==> config.mk <==
export PLATFORM = sky130hd
export DESIGN_NAME = socket_change_events
export DESIGN_NICKNAME = d
export VERILOG_FILES = /design/src/shared/socket_event_pkg.sv /design/src/logic/socket_change_events.sv /design/src/logic/pin_synchronizer.sv /design/src/logic/change_detector.sv
export SDC_FILE = /design/constraint.sdc
export NUM_CORES = 1
export LEC_CHECK = 0
export ABC_CLOCK_PERIOD_IN_PS = 1650
export BUFFER_PORTS_ARGS = -buffer_cell sky130_fd_sc_hd__buf_2
export CAP_MARGIN = 25
export CORE_MARGIN = 3
export CORE_UTILIZATION = 41
export CTS_BUF_LIST = sky130_fd_sc_hd__clkbuf_16
export CTS_CLUSTER_SIZE = 14
export DETAILED_ROUTE_END_ITERATION = 6
export HOLD_SLACK_MARGIN = 0.02
export PLACE_DENSITY = 0.8
export SETUP_SLACK_MARGIN = 0.3
export SLEW_MARGIN = 20
export SYNTH_ARGS = -nofsm -noshare
export SYNTH_HDL_FRONTEND = slang
export SYNTH_HIERARCHICAL = 1
export SYNTH_SLANG_ARGS = --single-unit
==> constraint.sdc <==
create_clock -name clk_i -period 1.65 [get_ports clk_i]
set_input_delay 0.0825 -clock clk_i [delete_from_list [all_inputs] [get_ports clk_i]]
set_output_delay 0.0825 -clock clk_i [all_outputs]
set_load 0.05 [all_outputs]
==> src/shared/socket_event_pkg.sv <==
// constants and types shared by the socket status-change event logic
package socket_event_pkg;

  // ==========================================================
  // widths
  localparam int DATA_W = 32;
  localparam int OFFS_W = 8;
  localparam int EVENT_W = 4;
  localparam int PIN_W = 3;

  // ==========================================================
  // register offsets and reset values
  localparam logic [OFFS_W-1:0] EVENTS_OFFSET = 8'h00;
  localparam logic [OFFS_W-1:0] ENABLES_OFFSET = 8'h04;
  localparam logic [DATA_W-1:0] EVENTS_RESET = 32'h0000_0000;
  localparam logic [DATA_W-1:0] ENABLES_RESET = 32'h0000_0000;
  // empty socket: both detect pins high, status line low
  localparam logic [PIN_W-1:0] PINS_IDLE = 3'h6;

  // ==========================================================
  // field positions, shared by both registers
  localparam int POWER_BIT = 3;
  localparam int DETECT_TWO_BIT = 2;
  localparam int DETECT_ONE_BIT = 1;
  localparam int CARD_STATUS_BIT = 0;
  localparam logic [1:0] DETECT_IRQ_ON = 2'h3;

  // ==========================================================
  // carriers
  typedef struct packed {
    logic valid;
    logic write;
    logic [3:0] byte_en;
    logic [OFFS_W-1:0] offset;
    logic [DATA_W-1:0] wdata;
  } reg_req_t;

  typedef struct packed {
    logic ack;
    logic [DATA_W-1:0] rdata;
  } reg_resp_t;

  // socket pins, order fixed: detect two, detect one, status change
  typedef struct packed {
    logic detect_pin_two_n;
    logic detect_pin_one_n;
    logic status_change;
  } card_pins_t;

  typedef struct packed {
    logic [EVENT_W-1:0] events;
    logic [EVENT_W-1:0] enables;
    logic card_reset_seen;
    logic irq;
    reg_resp_t resp;
  } block_state_t;

endpackage

==> src/logic/socket_change_events.sv <==
// socket status-change event flags, interrupt enables and interrupt request
// How it works
// power-cycle change sets event bit 3
// second card-detect change sets event bit 2
// first card-detect change sets event bit 1
// CardBus card: status line rising sets bit 0
// 16-bit card: both status edges set bit 0
// writing 1 clears event bit, 0 keeps
// force-event write of 1 sets event bit
// reset clears all events to zero
// leaving card reset re-sets unchanged status events
// event bits 31-4 read as zero
// software clears events before enabling interrupt; the test bench writes the enables while events are still set
// set event plus enable raises interrupt
// events show change only, not new state
// enables never stop events from being set
// enable bit 3 gates power-cycle interrupt
// detect enable field 11 on, else off
// enable bit 0 gates card-status interrupt
// enable bits 3-0 read/write, 31-4 zero
// events at 00h, enables at 04h, 32-bit
// interrupt held while any enabled event set
module socket_change_events
  import socket_event_pkg::*;
(
  input wire logic clk_i,
  input wire logic nrst_i,
  input wire reg_req_t reg_req_i,
  output reg_resp_t reg_resp_o,
  input wire logic power_cycle_state_i,
  input wire card_pins_t card_pins_i,
  input wire logic cardbus_card_i,
  input wire logic card_reset_i,
  input wire logic [EVENT_W-1:0] force_event_i,
  output logic status_change_interrupt_o
);

  // ==========================================================
  // helpers
  function automatic logic addr_hit(input logic [OFFS_W-1:0] offset, input logic [OFFS_W-1:0] target);
    addr_hit = (offset == target);
  endfunction

  // the two detect enables act as one field; the reserved mixes count as off
  function automatic logic [EVENT_W-1:0] irq_gate(input logic [EVENT_W-1:0] enables);
    logic detect_on;
    detect_on = (enables[DETECT_TWO_BIT:DETECT_ONE_BIT] == DETECT_IRQ_ON);
    irq_gate = '0;
    irq_gate[POWER_BIT] = enables[POWER_BIT];
    irq_gate[DETECT_TWO_BIT] = detect_on;
    irq_gate[DETECT_ONE_BIT] = detect_on;
    irq_gate[CARD_STATUS_BIT] = enables[CARD_STATUS_BIT];
  endfunction

  // ==========================================================
  // pin capture and change detection
  block_state_t st;
  block_state_t st_next;
  logic [PIN_W-1:0] pins_raw;
  card_pins_t pins_sync;
  logic [EVENT_W-1:0] levels;
  logic [EVENT_W-1:0] both_edges;
  logic [EVENT_W-1:0] edge_hit;
  logic [EVENT_W-1:0] rearm_set;
  logic [EVENT_W-1:0] ev_set;
  logic [EVENT_W-1:0] ev_clear;
  logic [EVENT_W-1:0] en_gate;
  logic write_low;
  logic read_req;
  logic leaving_reset;

  pin_synchronizer #(
    .WIDTH(PIN_W),
    .IDLE(PINS_IDLE)
  ) pin_sync (
    .clk_i(clk_i),
    .nrst_i(nrst_i),
    .data_i(card_pins_i),
    .data_o(pins_raw)
  );

  assign pins_sync = card_pins_t'(pins_raw);

  always_comb
  begin
    levels = '0;
    levels[POWER_BIT] = power_cycle_state_i;
    levels[DETECT_TWO_BIT] = pins_sync.detect_pin_two_n;
    levels[DETECT_ONE_BIT] = pins_sync.detect_pin_one_n;
    levels[CARD_STATUS_BIT] = pins_sync.status_change;
    both_edges = '1;
    both_edges[CARD_STATUS_BIT] = !cardbus_card_i;
  end

  change_detector #(
    .WIDTH(EVENT_W)
  ) detect (
    .clk_i(clk_i),
    .nrst_i(nrst_i),
    .level_i(levels),
    .both_i(both_edges),
    .hit_o(edge_hit)
  );

  // ==========================================================
  // event sources and register access
  assign leaving_reset = st.card_reset_seen && !card_reset_i;

  // status still asserted or card still present once card reset ends
  always_comb
  begin
    rearm_set = '0;
    if (leaving_reset)
    begin
      rearm_set[DETECT_TWO_BIT] = !pins_sync.detect_pin_two_n;
      rearm_set[DETECT_ONE_BIT] = !pins_sync.detect_pin_one_n;
      rearm_set[CARD_STATUS_BIT] = pins_sync.status_change;
    end
  end

  assign ev_set = edge_hit | force_event_i | rearm_set;
  assign write_low = reg_req_i.valid && reg_req_i.write && reg_req_i.byte_en[0];
  assign read_req = reg_req_i.valid && !reg_req_i.write;
  assign ev_clear = (write_low && addr_hit(reg_req_i.offset, EVENTS_OFFSET)) ?
    reg_req_i.wdata[EVENT_W-1:0] : '0;
  assign en_gate = irq_gate(st.enables);

  // ==========================================================
  // next state
  always_comb
  begin
    st_next = st;
    st_next.card_reset_seen = card_reset_i;
    // a set in the same cycle as its clear wins, so no change is lost
    st_next.events = (st.events & ~ev_clear) | ev_set;
    if (write_low && addr_hit(reg_req_i.offset, ENABLES_OFFSET))
    begin
      st_next.enables = reg_req_i.wdata[EVENT_W-1:0];
    end
    // enables only gate the request; the flags above ignore them
    st_next.irq = |(st.events & en_gate);
    st_next.resp.ack = reg_req_i.valid;
    st_next.resp.rdata = '0;
    if (read_req)
    begin
      if (addr_hit(reg_req_i.offset, EVENTS_OFFSET))
      begin
        st_next.resp.rdata = {{(DATA_W-EVENT_W){1'b0}}, st.events};
      end
      else if (addr_hit(reg_req_i.offset, ENABLES_OFFSET))
      begin
        st_next.resp.rdata = {{(DATA_W-EVENT_W){1'b0}}, st.enables};
      end
      else
      begin
        st_next.resp.rdata = '0;
      end
    end
  end

  always_ff @(posedge clk_i or negedge nrst_i)
  begin
    if (!nrst_i)
    begin
      st.events <= EVENTS_RESET[EVENT_W-1:0];
      st.enables <= ENABLES_RESET[EVENT_W-1:0];
      st.card_reset_seen <= 1'b0;
      st.irq <= 1'b0;
      st.resp <= '0;
    end
    else
    begin
      st <= st_next;
    end
  end

  assign reg_resp_o = st.resp;
  assign status_change_interrupt_o = st.irq;
endmodule

==> src/logic/pin_synchronizer.sv <==
// two-stage synchroniser for socket pins
module pin_synchronizer #(
  parameter int WIDTH = 1,
  parameter logic [WIDTH-1:0] IDLE = '0
)
(
  input wire logic clk_i,
  input wire logic nrst_i,
  input wire logic [WIDTH-1:0] data_i,
  output logic [WIDTH-1:0] data_o
);

  typedef struct packed {
    logic [WIDTH-1:0] first;
    logic [WIDTH-1:0] second;
  } sync_state_t;

  sync_state_t st;
  sync_state_t st_next;

  // first stage feeds only the second stage
  always_comb
  begin
    st_next.first = data_i;
    st_next.second = st.first;
  end

  always_ff @(posedge clk_i or negedge nrst_i)
  begin
    // reset to the pins' idle level, else release looks like a pin edge
    if (!nrst_i)
      st <= '{first: IDLE, second: IDLE};
    else
      st <= st_next;
  end

  assign data_o = st.second;

endmodule

==> src/logic/change_detector.sv <==
// per-bit change detector: rising edge only, or both edges
module change_detector #(
  parameter int WIDTH = 1
)
(
  input wire logic clk_i,
  input wire logic nrst_i,
  input wire logic [WIDTH-1:0] level_i,
  input wire logic [WIDTH-1:0] both_i,
  output logic [WIDTH-1:0] hit_o
);

  typedef struct packed {
    logic [WIDTH-1:0] prev;
    logic primed;
  } detect_state_t;

  detect_state_t st;
  detect_state_t st_next;

  always_comb
  begin
    st_next.prev = level_i;
    st_next.primed = 1'b1;
  end

  always_ff @(posedge clk_i or negedge nrst_i)
  begin
    if (!nrst_i)
      st <= '0;
    else
      st <= st_next;
  end

  // no hit in the first cycle after reset: prev has not yet seen a real level
  assign hit_o = st.primed ? ((level_i ^ st.prev) & (both_i | level_i)) : '0;

endmodule

Word-level counts from Yosys, hierarchy flattened
Cells that the tools add are included.
{ "word_totals": {"latch_bits": 0, "wordCells": 40, "memories": 0, "ff_bits": 54, "inputBits": 58, "romBits": 0, "mem_bits_rw": 0} }
{ "classes": {"magnitude_cmp": 0, "eq_ne": 2, "n_reduce_logical": 13, "bitwise": 9, "mul": 0, "n_shift": 0, "n_div": 0, "mux": 6, "add_sub_neg": 0} }
{ "op_table": {"columns": ["cell", "count"], "rows": [
  ["4-bit 2-to-1 mux", 5],
  ["4-bit bitwise AND", 3],
  ["4-bit OR", 3],
  ["8-bit by 3-bit == test with 1-bit output, second input constant", 1],
  ["8-bit logical NOT", 1],
  ["1-bit logical AND", 6],
  ["1-bit logical NOT", 5],
  ["4-bit inverter", 1],
  ["4-bit by 3-bit OR with 4-bit output", 1],
  ["4-bit OR reduction", 1],
  ["4-bit bitwise XOR", 1],
  ["3-bit 2-to-1 mux", 1],
  ["2-bit == test, second input constant", 1]
]} }

Longest topological paths before layout
Gate-level depths: netlist (run 1).
{ "depth": {"word_depth": 7, "mapped_depth": 6} }

By module
Netlist (run 1), hierarchy kept.
{ "modules_own_cells": {"columns": ["module", "instances", "seq_area_each_um2", "area_each_um2", "cells_each"], "rows": [
  ["socket_change_events", 1, 375.4, 943.4, 92],
  ["change_detector", 1, 125.1, 216.5, 19],
  ["pin_synchronizer", 1, 155.1, 177.7, 9]
]} }

Worst setup path after synthesis (run 1)
No wires, ideal clock.
{ "synth_path": {"path_type": "register to register", "from": "reg pin_sync.st (netlist bit pin_sync/data_o[1])", "to": "reg st[40] (netlist name)", "period_less_slack_ns": 1.172, "setup_time_ns": 0.118, "setup_slack_ns": 0.478, "n_path_buf": 1, "path_stages_with_launch": 7, "t_required_ns": 1.532, "arrival_ns": 1.054, "cell_sequence": "dfstp_2 buf_4 nand4b_1 nand2_1 nor2_1 o221ai_1 a21o_1"} }
{ "synth_lines": {"columns": ["element", "line", "text"], "rows": [
  ["start: declaration", "pin_synchronizer.sv:18", "sync_state_t st;"],
  ["start signal: assignment", "pin_synchronizer.sv:32", "st <= '{first: IDLE, second: IDLE};"],
  ["start signal: assignment", "pin_synchronizer.sv:34", "st <= st_next;"],
  ["end signal: assignment", "socket_change_events.sv:173", "st <= st_next;"],
  ["end: declaration", "socket_change_events.sv:57", "block_state_t st;"]
]} }

==> qor.yml, run 1 <==
logic_synthesis:
  synthDistinctLibCells: 28
  ys_seq_elements: 26
  syn-cell-area_um2: 1338
  ys_warn_count: 6
  synth_top_area_share_pct: 41.16
  ys_seq_area_share_pct: 49.02
  yosys_most_used_dff: "dfrtp_1"
  yosys-top-cells-count: "buf_4 (37), dfrtp_1 (22), nand2_1 (7)"
  async_reset_ff_share_pct: 100.0
  synth_area_leader_cell: "dfrtp_1"
  synth_edf_count: 0
  syn_inst: 120
  yosys-top-cells-area: "dfrtp_1 (41%), buf_4 (21%), dfstp_2 (7.9%)"
  yosysMostFrequentCell: "buf_4"
  synth.avg_cell_area_um2: 11.15
sta:
  relSlewSlack_pct: 62.32
  hold_slack_ns: 0.04744
  rsz0062_at_grt: "no"
  min_period_ns: 1.204
  setup_violations: 0
  slew_viol_final: 0
  worst_pin_slew_ns: 0.5653
  setup_ws_ns: 0.4463
  finalCritPeriodShare_pct: 72.95
  hold_viol_final: 0
  fin_skew_ns: 0.007155
  fmax_mhz: 830.7
  tns_ns: 0
floorplan:
  fp.dieH_um: 63.12
  core_area_um2: 3078
  ios: 92
  die_w_um: 63.12
  die-area_um2: 3984
  row_count: 20
  initial_core_util_pct: 43.46
grt:
  grt_pass1_vias: 810
  antenna_found_initial: 0
  grt_max_degree: 27
  grt_pass1_wl_mm: 3.394
  overflow: 0
  grtUsageTotal_pct: 10.90
layout:
  finalNonFillerCells: 198
  final_core_util_pct: 49.63
  final_layout_size_suffix_gt1_share_pct: 29.22
  diodes: 0
  nets: 213
  area.growth.synth_to_final_pct: 14.22
  stdcell_area_um2: 1528
drt:
  vias: 822
  postRouteAntennaNets: 0
  drc: 0
  via_per_inst: 4.152
  drt_iter0_drc: 7
  wl_per_cell_um: 10.77
  routed_wl_mm: 2.133
  drt_pass1_iterations: 2
cts:
  cts_resized: 0
  cts.path.max_buffers: 2
  postCtsSetupRepairBufs: 0
  path_clk_slew_ns: 0.06
  cts_buffers: 3
  cts_tree: "built"
  cts.sinks: 26
  clock_latency_ns: 0.26
  cts_root_buf: "clkbuf_16"
  cts_max_level: 1
hold_path:
  hold_depth: 2
  hold_path_end: "en_gate[3]"
  min-delay-start: "reg_req_i[3]"
  hp-class: "input port to flip-flop"
critical_path:
  crit_required_ns: 1.80
  critPathArrivalTime_ns: 1.36
  crit_type: "flip-flop to flip-flop"
  rr_startpoint: "pin_sync/data_o[1]"
  worstSetupEndpointType: "flip-flop"
  r2r-end: "st[40]"
  cp-start-kind: "flip-flop"
  rrSetupSlack_ns: 0.45
  critical_path.max_fanout: 4
  rr_worst_depth: 5
power_and_ir_drop:
  p_leak_nw: 0.8003
  ir_worst_vdd_mv: 0.5648
  power-per-cell-area_nw_per_um2: 948.5
  total_power_mw: 1.449
placement:
  dp.final_hpwl_mm: 1.626
  post-place-ws_ns: 0.3746
  dpl.cell_count: 187
  portBuffers: 32
  place_congestion: 0.7195
  postPlaceCellArea_um2: 1379
run_status:
  status: "completed"
flow_run:
  cap_violations: 0
-- what timing repair did --
action                                 in CTS  in global routing
hold buffers                                7                  0
setup endpoints to repair                   0                  0
endpoints found under the hold margin      28                  0
-- cell usage in the layout, fill, tap and decap left out --
master         count
conb_1            32
buf_2             32
dfrtp_1           22
nand2_1            7
dlygate4sd3_1      7
inv_1              6
nor2_1             5
mux2i_1            4
nor3_1             4
nand4b_1           4
nand3b_1           4
dfstp_2            4
mux2_2             3
clkbuf_16          3
o221ai_1           2
a21o_1             2
nor4_4             1
nor4b_4            1
nor2b_1            1
nand4_1            1
nand2b_1           1
o21ai_0            1
a211o_1            1
o32a_1             1
a22oi_1            1
o211ai_1           1
and2_1             1
nand4_2            1
mux2_1             1
-- worst max-delay path by stage --
stage                            start  slack, ns  endpoint
floorplan           pin_sync/data_o[1]       0.48    st[40]
global placement         reg_req_i[37]       0.39    st[39]
detailed placement       reg_req_i[37]       0.37    st[39]
CTS                 pin_sync/data_o[1]       0.44    st[40]
global route        pin_sync/data_o[1]       0.37    st[40]
finish              pin_sync/data_o[1]       0.45    st[40]
-- report_power, final --
| group | total [mW] | leakage (nW) | switching (mW) | internal (mW) |
|---|---|---|---|---|
| sequential | 0.671 | 0.307 | 0.0106 | 0.660 |
| clock | 0.528 | 0.0423 | 0.204 | 0.324 |
| combinational | 0.251 | 0.451 | 0.196 | 0.0549 |
-- final cells by class --
cell class | count | area, um2
well taps | 44 | 55.05
multi-input cells | 80 | 489.2
flip-flops and latches | 26 | 655.6
inverters | 5 | 18.77
clock buffers | 3 | 75.07
fillers | 308 | 1550
repair buffers | 39 | 230.2
clock inverters | 1 | 3.754
-- per-layer routing --
metal,GRT usage (%),routed length (um),vias up
met4,2.479,16,0
met3,4.100,218,3
met5,0,0,-
li1,-,-,403
met2,21.21,1079,41
met1,10.72,818,375
-- critical path, cell delays in order (launching register included) --
cell and delay, ns:
dfstp_2 0.55, nand4b_1 0.11, nand2_1 0.06, nor2_1 0.10
o221ai_1 0.12, a21o_1 0.17
-- cell families after synthesis --
| kind of cell | share of synthesized area (%) |
|---|---|
| other cells | 0.8418 |
| buf+inv | 22.54 |
| simple gates | 15.90 |
| compound gates | 5.332 |
| mux | 6.361 |
| flops | 49.02 |
-- sequential cells by signal (all words and copies together), names as in the netlist --
name / count
detect/st: 5
reg_resp_o: 5
status_change_interrupt_o: 1
pin_sync/st: 3
pin_sync/data_o: 3
st: 7
en_gate: 2
(Power assumes the default switching activity.)
==> inputs of run 2 (changes only) <==
--- a/config.mk
+++ b/config.mk
@@ -5,16 +5,16 @@
 export SDC_FILE = /design/constraint.sdc
 export NUM_CORES = 1
 export LEC_CHECK = 0
-export ABC_CLOCK_PERIOD_IN_PS = 1650
+export ABC_CLOCK_PERIOD_IN_PS = 1100
 export BUFFER_PORTS_ARGS = -buffer_cell sky130_fd_sc_hd__buf_2
 export CAP_MARGIN = 25
 export CORE_MARGIN = 3
-export CORE_UTILIZATION = 41
+export CORE_UTILIZATION = 37
 export CTS_BUF_LIST = sky130_fd_sc_hd__clkbuf_16
 export CTS_CLUSTER_SIZE = 14
 export DETAILED_ROUTE_END_ITERATION = 6
 export HOLD_SLACK_MARGIN = 0.02
-export PLACE_DENSITY = 0.8
+export PLACE_DENSITY = 0.76
 export SETUP_SLACK_MARGIN = 0.3
 export SLEW_MARGIN = 20
 export SYNTH_ARGS = -nofsm -noshare
==> constraint.sdc (replaced) <==
create_clock -name clk_i -period 1.1 [get_ports clk_i]
set_input_delay 0.055 -clock clk_i [delete_from_list [all_inputs] [get_ports clk_i]]
set_output_delay 0.055 -clock clk_i [all_outputs]
set_load 0.05 [all_outputs]
==> run 2 against run 1 <==
The run now ends with negative setup slack left. Critical path depth stayed put. Largest cell class unchanged. Non-clock buffer count grew 4. Count of clock-buffer cells in the layout unchanged.
==> qor.yml, run 2 (synthesis results as in run 1) <==
power_and_ir_drop:
  power.switching_mw: 0.6169
  power-per-cell-area_nw_per_um2: 1333
  clkPwrFrac_pct: 35.8
  total_power_mw: 2.194
  switching_share_pct: 28.11
  p_leak_nw: 0.8348
  internal-power_mw: 1.578
  ir_worst_vdd_mv: 1.050
  p_seq_share_pct: 45.9
  pwr-share-comb_pct: 18.3
layout:
  stdcell_area_um2: 1647
  layout_commonest_cell: "conb_1"
  final_layout_size_suffix_gt1_share_pct: 33.54
  final_core_util_pct: 48.21
  regMostFlops: "st"
  mostFrequentLayoutCells: "conb_1 (32), buf_2 (23), dfrtp_1 (21), buf_6 (8)"
  largest_register_ff_count: 7
  diodes: 0
  nets: 217
  area.growth.synth_to_final_pct: 23.11
  finalNonFillerCells: 204
floorplan:
  die_w_um: 66.13
  fp.dieH_um: 66.13
  die-area_um2: 4373
  core_area_um2: 3416
  row_count: 21
  initial_core_util_pct: 39.16
  ios: 92
sta:
  setup_ws_ns: -0.02723
  hold_slack_ns: 0.02699
  min_period_ns: 1.127
  slew_viol_final: 0
  fin_skew_ns: 0.004016
  hold_viol_final: 0
  tns_ns: -0.03713
  setup_violations: 2
  finalCritPeriodShare_pct: 102.5
  rsz0062_at_grt: "yes"
  fmax_mhz: 887.1
hold_path:
  hp-class: "input port to flip-flop"
critical_path:
  cp-start-kind: "flip-flop"
  worstSetupEndpointType: "flip-flop"
  rrSetupSlack_ns: -0.03
  r2r-end: "st[40]"
  rr_startpoint: "pin_sync/data_o[1]"
  worstSetupStartpoint: "pin_sync/data_o[1]"
  crit_required_ns: 1.25
  rr_worst_depth: 5
  critPathArrivalTime_ns: 1.28
  crit_type: "flip-flop to flip-flop"
  critical_path.max_fanout: 2
  crit_end: "st[40]"
placement:
  dpl.cell_count: 191
  place_congestion: 0.8039
  dp.final_hpwl_mm: 1.693
  post-place-ws_ns: -0.1096
  portBuffers: 32
  postPlaceCellArea_um2: 1400
run_status:
  status: "finished with violations"
  violations: "negative setup slack"
flow_run:
  cap_violations: 0
drt:
  drt_pass1_iterations: 3
  wl_per_cell_um: 10.88
  vias: 849
  via_per_inst: 4.162
  drt_iter0_drc: 18
  postRouteAntennaNets: 0
  drc: 0
  routed_wl_mm: 2.220
grt:
  overflow: 0
  grt_pass1_vias: 825
  grtUsageTotal_pct: 10.58
  antenna_found_initial: 0
  grt_pass1_wl_mm: 3.450
  grt_max_degree: 27
cts:
  cts_buffers: 3
  cts.path.max_buffers: 2
  cts_root_buf: "clkbuf_16"
  clock_latency_ns: 0.26
  cts_max_level: 1
  cts.sinks: 26
  path_clk_slew_ns: 0.06
  cts_tree: "built"
-- run 2: final cells by class --
cell class | count | area, um2
fill | 322 | 1769
sequential | 26 | 656.9
multi-input combinational | 80 | 521.8
timing repair buffer | 43 | 312.8
clock buffer | 3 | 75.07
tap | 46 | 57.56
inverter | 5 | 18.77
clock inverter | 1 | 3.754
-- run 2: how the worst min path moves through the flow --
| stage | start | to | slack (ns) | cells after the start |
|---|---|---|---|---|
| after floorplan | nrst_i | detect/st[0] | -0.24 | 0 |
| after global placement | nrst_i | reg_resp_o[3] | 0.08 | 1 |
| after detailed placement | nrst_i | reg_resp_o[0] | 0.08 | 1 |
| after CTS | reg_req_i[44] | reg_resp_o[3] | 0.03 | 2 |
| after global routing | reg_req_i[44] | reg_resp_o[1] | 0.04 | 2 |
| final | reg_req_i[44] | reg_resp_o[0] | 0.03 | 2 |
-- run 2: power groups by stage --
stage	Combinational [mW]	Clock [mW]	Sequential, mW
3_3_place_gp	0.362	0	1.02
5_1_grt	0.430	0.860	1.01
3_5_place_dp	0.365	0	1.02
2_1_floorplan	0.366	0	1.02
6_report	0.402	0.786	1.01
4_1_cts	0.388	0.815	1.01
-- run 2: timing repair --
item | 4_1_cts | 5_1_grt
hold endpoints to repair | 28 | 0
setup buffers | 0 | 2
setup endpoints to repair | 14 | 37
hold buffers | 7 | 0
pin swaps | 3 | 1
gates resized for setup | 13 | 9
-- run 2: worst max-delay path, stage by stage (launching register included) --
cell,delay (ns)
dfstp_2,0.53
nand4b_1,0.10
nand2_1,0.05
nor2_1,0.07
o221ai_1,0.11
a21o_1,0.16
-- run 2: routing by layer --
layer	wire [um]	GRT usage (%)
met1	810	10.46
met2	1175	19.95
met3	195	3.231
met4	39	4.569
met5	0	0
==> inputs of run 3 (changes only) <==
--- a/config.mk
+++ b/config.mk
@@ -9,12 +9,11 @@
 export BUFFER_PORTS_ARGS = -buffer_cell sky130_fd_sc_hd__buf_2
 export CAP_MARGIN = 25
 export CORE_MARGIN = 3
-export CORE_UTILIZATION = 37
-export CTS_BUF_LIST = sky130_fd_sc_hd__clkbuf_16
+export CORE_UTILIZATION = 25
+export CTS_BUF_LIST = sky130_fd_sc_hd__clkbuf_8
 export CTS_CLUSTER_SIZE = 14
 export DETAILED_ROUTE_END_ITERATION = 6
 export HOLD_SLACK_MARGIN = 0.02
-export PLACE_DENSITY = 0.76
 export SETUP_SLACK_MARGIN = 0.3
 export SLEW_MARGIN = 20
 export SYNTH_ARGS = -nofsm -noshare
==> run 3 against run 2 <==
The flow still finishes with violations (negative setup slack). Maximum frequency up 0.14%. Cell count up 11%. Sequential share of layout area down 0.66 points. Critical path depth unchanged. Cell area up 1.7%. Setup slack better by 0.0016 ns. Total power down 7.8%. Non-clock buffer count up 2. Utilization down 14 points.
==> qor.yml, run 3 (synthesis results as in run 1) <==
run_status:
  violations: "negative setup slack"
  status: "finished with violations"
sta:
  fmax_mhz: 888.4
  hold_viol_final: 0
  rsz0062_at_grt: "yes"
  setup_ws_ns: -0.02562
  setup_violations: 2
  finalCritPeriodShare_pct: 102.3
  min_period_ns: 1.126
  tns_ns: -0.04732
  fin_skew_ns: 0.001713
  slew_viol_final: 0
  hold_slack_ns: 0.03192
drt:
  wl_per_cell_um: 10.75
  drt_pass1_iterations: 2
  via_per_inst: 3.736
  vias: 848
  drt_iter0_drc: 34
  postRouteAntennaNets: 0
  routed_wl_mm: 2.440
  drc: 0
layout:
  nets: 219
  mostFrequentLayoutCells: "conb_1 (32), buf_2 (23), dfrtp_1 (21)"
  layout_commonest_cell: "conb_1"
  multiInputGateArea_um2: 523.0
  regMostFlops: "st"
  area.growth.synth_to_final_pct: 25.16
  finalNonFillerCells: 227
  n_fill_cell: 544
  largest_register_ff_count: 7
  register_area_um2: 656.9
  diodes: 0
  final_core_util_pct: 33.87
  final_layout_size_suffix_gt1_share_pct: 34.38
flow_run:
  cap_violations: 0
critical_path:
  cp_slowest_cell: "dfstp_2"
  worstPathCellList: "nand4b_1 -> nand2_1 -> nor2_1 -> o221ai_1 -> a21o_1"
  cp-start-kind: "flip-flop"
  critPathArrivalTime_ns: 1.29
  critical_path.max_fanout: 2
  crit_type: "flip-flop to flip-flop"
  worstSetupEndpointType: "flip-flop"
  crit_required_ns: 1.27
  worst_path_largest_cell_delay_ns: 0.53
grt:
  use_met2_pct: 12.29
  antenna_found_initial: 0
  overflow: 0
  grt_busiest_layer: "met2"
  grtUsageMet1_pct: 10.23
  grt_pass1_wl_mm: 3.801
  grt_pass1_vias: 804
  gr-usage-met3_pct: 2.948
  grt_max_degree: 27
  grtUsageTotal_pct: 7.871
power_and_ir_drop:
  ir_worst_vdd_mv: 0.7515
  power-per-cell-area_nw_per_um2: 1209
  p_leak_nw: 0.8459
floorplan:
  die_w_um: 79.15
  initial_core_util_pct: 27.06
  core_area_um2: 4942
  die-area_um2: 6264
  fp.dieH_um: 79.15
  row_count: 25
  ios: 92
placement:
  portBuffers: 32
  dpl.cell_count: 213
  dp.final_hpwl_mm: 1.830
  place_congestion: 0.7077
  post-place-ws_ns: -0.1389
cts:
  cts_hold_buffers: 8
  cts.sinks: 26
  cts_tree: "built"
  cts_max_level: 1
  cts_root_buf: "clkbuf_8"
  clock_latency_ns: 0.27
  cts_buffers: 3
  path_clk_slew_ns: 0.09
  cts.path.max_buffers: 2
hold_path:
  hp-class: "input port to flip-flop"
[run 3: layout make-up]
class / instances / area share [%]
multi-input cells: 80 / 31.24
inverters: 5 / 1.121
flip-flops and latches: 26 / 39.24
clock buffers: 4 / 3.288
repair buffers: 45 / 20.10
well taps: 67 / 5.007
[run 3: critical path, delay by kind of cell (launching register included)]
kind               cells  cell delay [ns]
DFF                    1             0.53
and+or+nand+nor        3             0.23
AOI/OAI and AO/OA      2             0.27
[run 3: path summary, 6_finish.rpt]
path | start | to | slack, ns | cells after the start
worst max register to register | pin_sync/data_o[1] | st[40] | -0.03 | 5
worst min-delay path | reg_req_i[3] | en_gate[3] | 0.03 | 2
worst min register to register | pin_sync/st[3] | pin_sync/data_o[0] | 0.36 | 0
min in group asynchronous | nrst_i | st[34] | 0.24 | 2
max in group asynchronous | nrst_i | pin_sync/data_o[1] | 0.56 | 2
worst max-delay path | pin_sync/data_o[1] | st[40] | -0.03 | 5
[run 3: where the power goes]
group / total [mW] / internal (mW) / switching (mW)
clock: 0.610 / 0.320 / 0.290
combinational: 0.410 / 0.107 / 0.303
sequential: 1.00 / 0.989 / 0.0153
total: 2.02 / 1.42 / 0.609
[run 3: through the flow]
stage	cell area, um2	power (mW)
2_1_floorplan	1454	1.384
3_3_place_gp	1434	1.388
3_5_place_dp	1434	1.391
4_1_cts	1655	2.040
5_1_grt	1674	2.126
6_report	1674	2.024
[run 3: metal layers]
layer  wire, um  vias to the layer above
met1       1038                      391
li1           -                      415
met3        187                        4
met5          0                        -
met2       1195                       38
met4         19                        0
[run 3: repair_timing]
item                                    4_1_cts  5_1_grt
endpoints found under the setup margin       15       41
endpoints found under the hold margin        32        1
resized for setup                            19        5
pin swaps                                     2        3
buffers inserted                              2        0
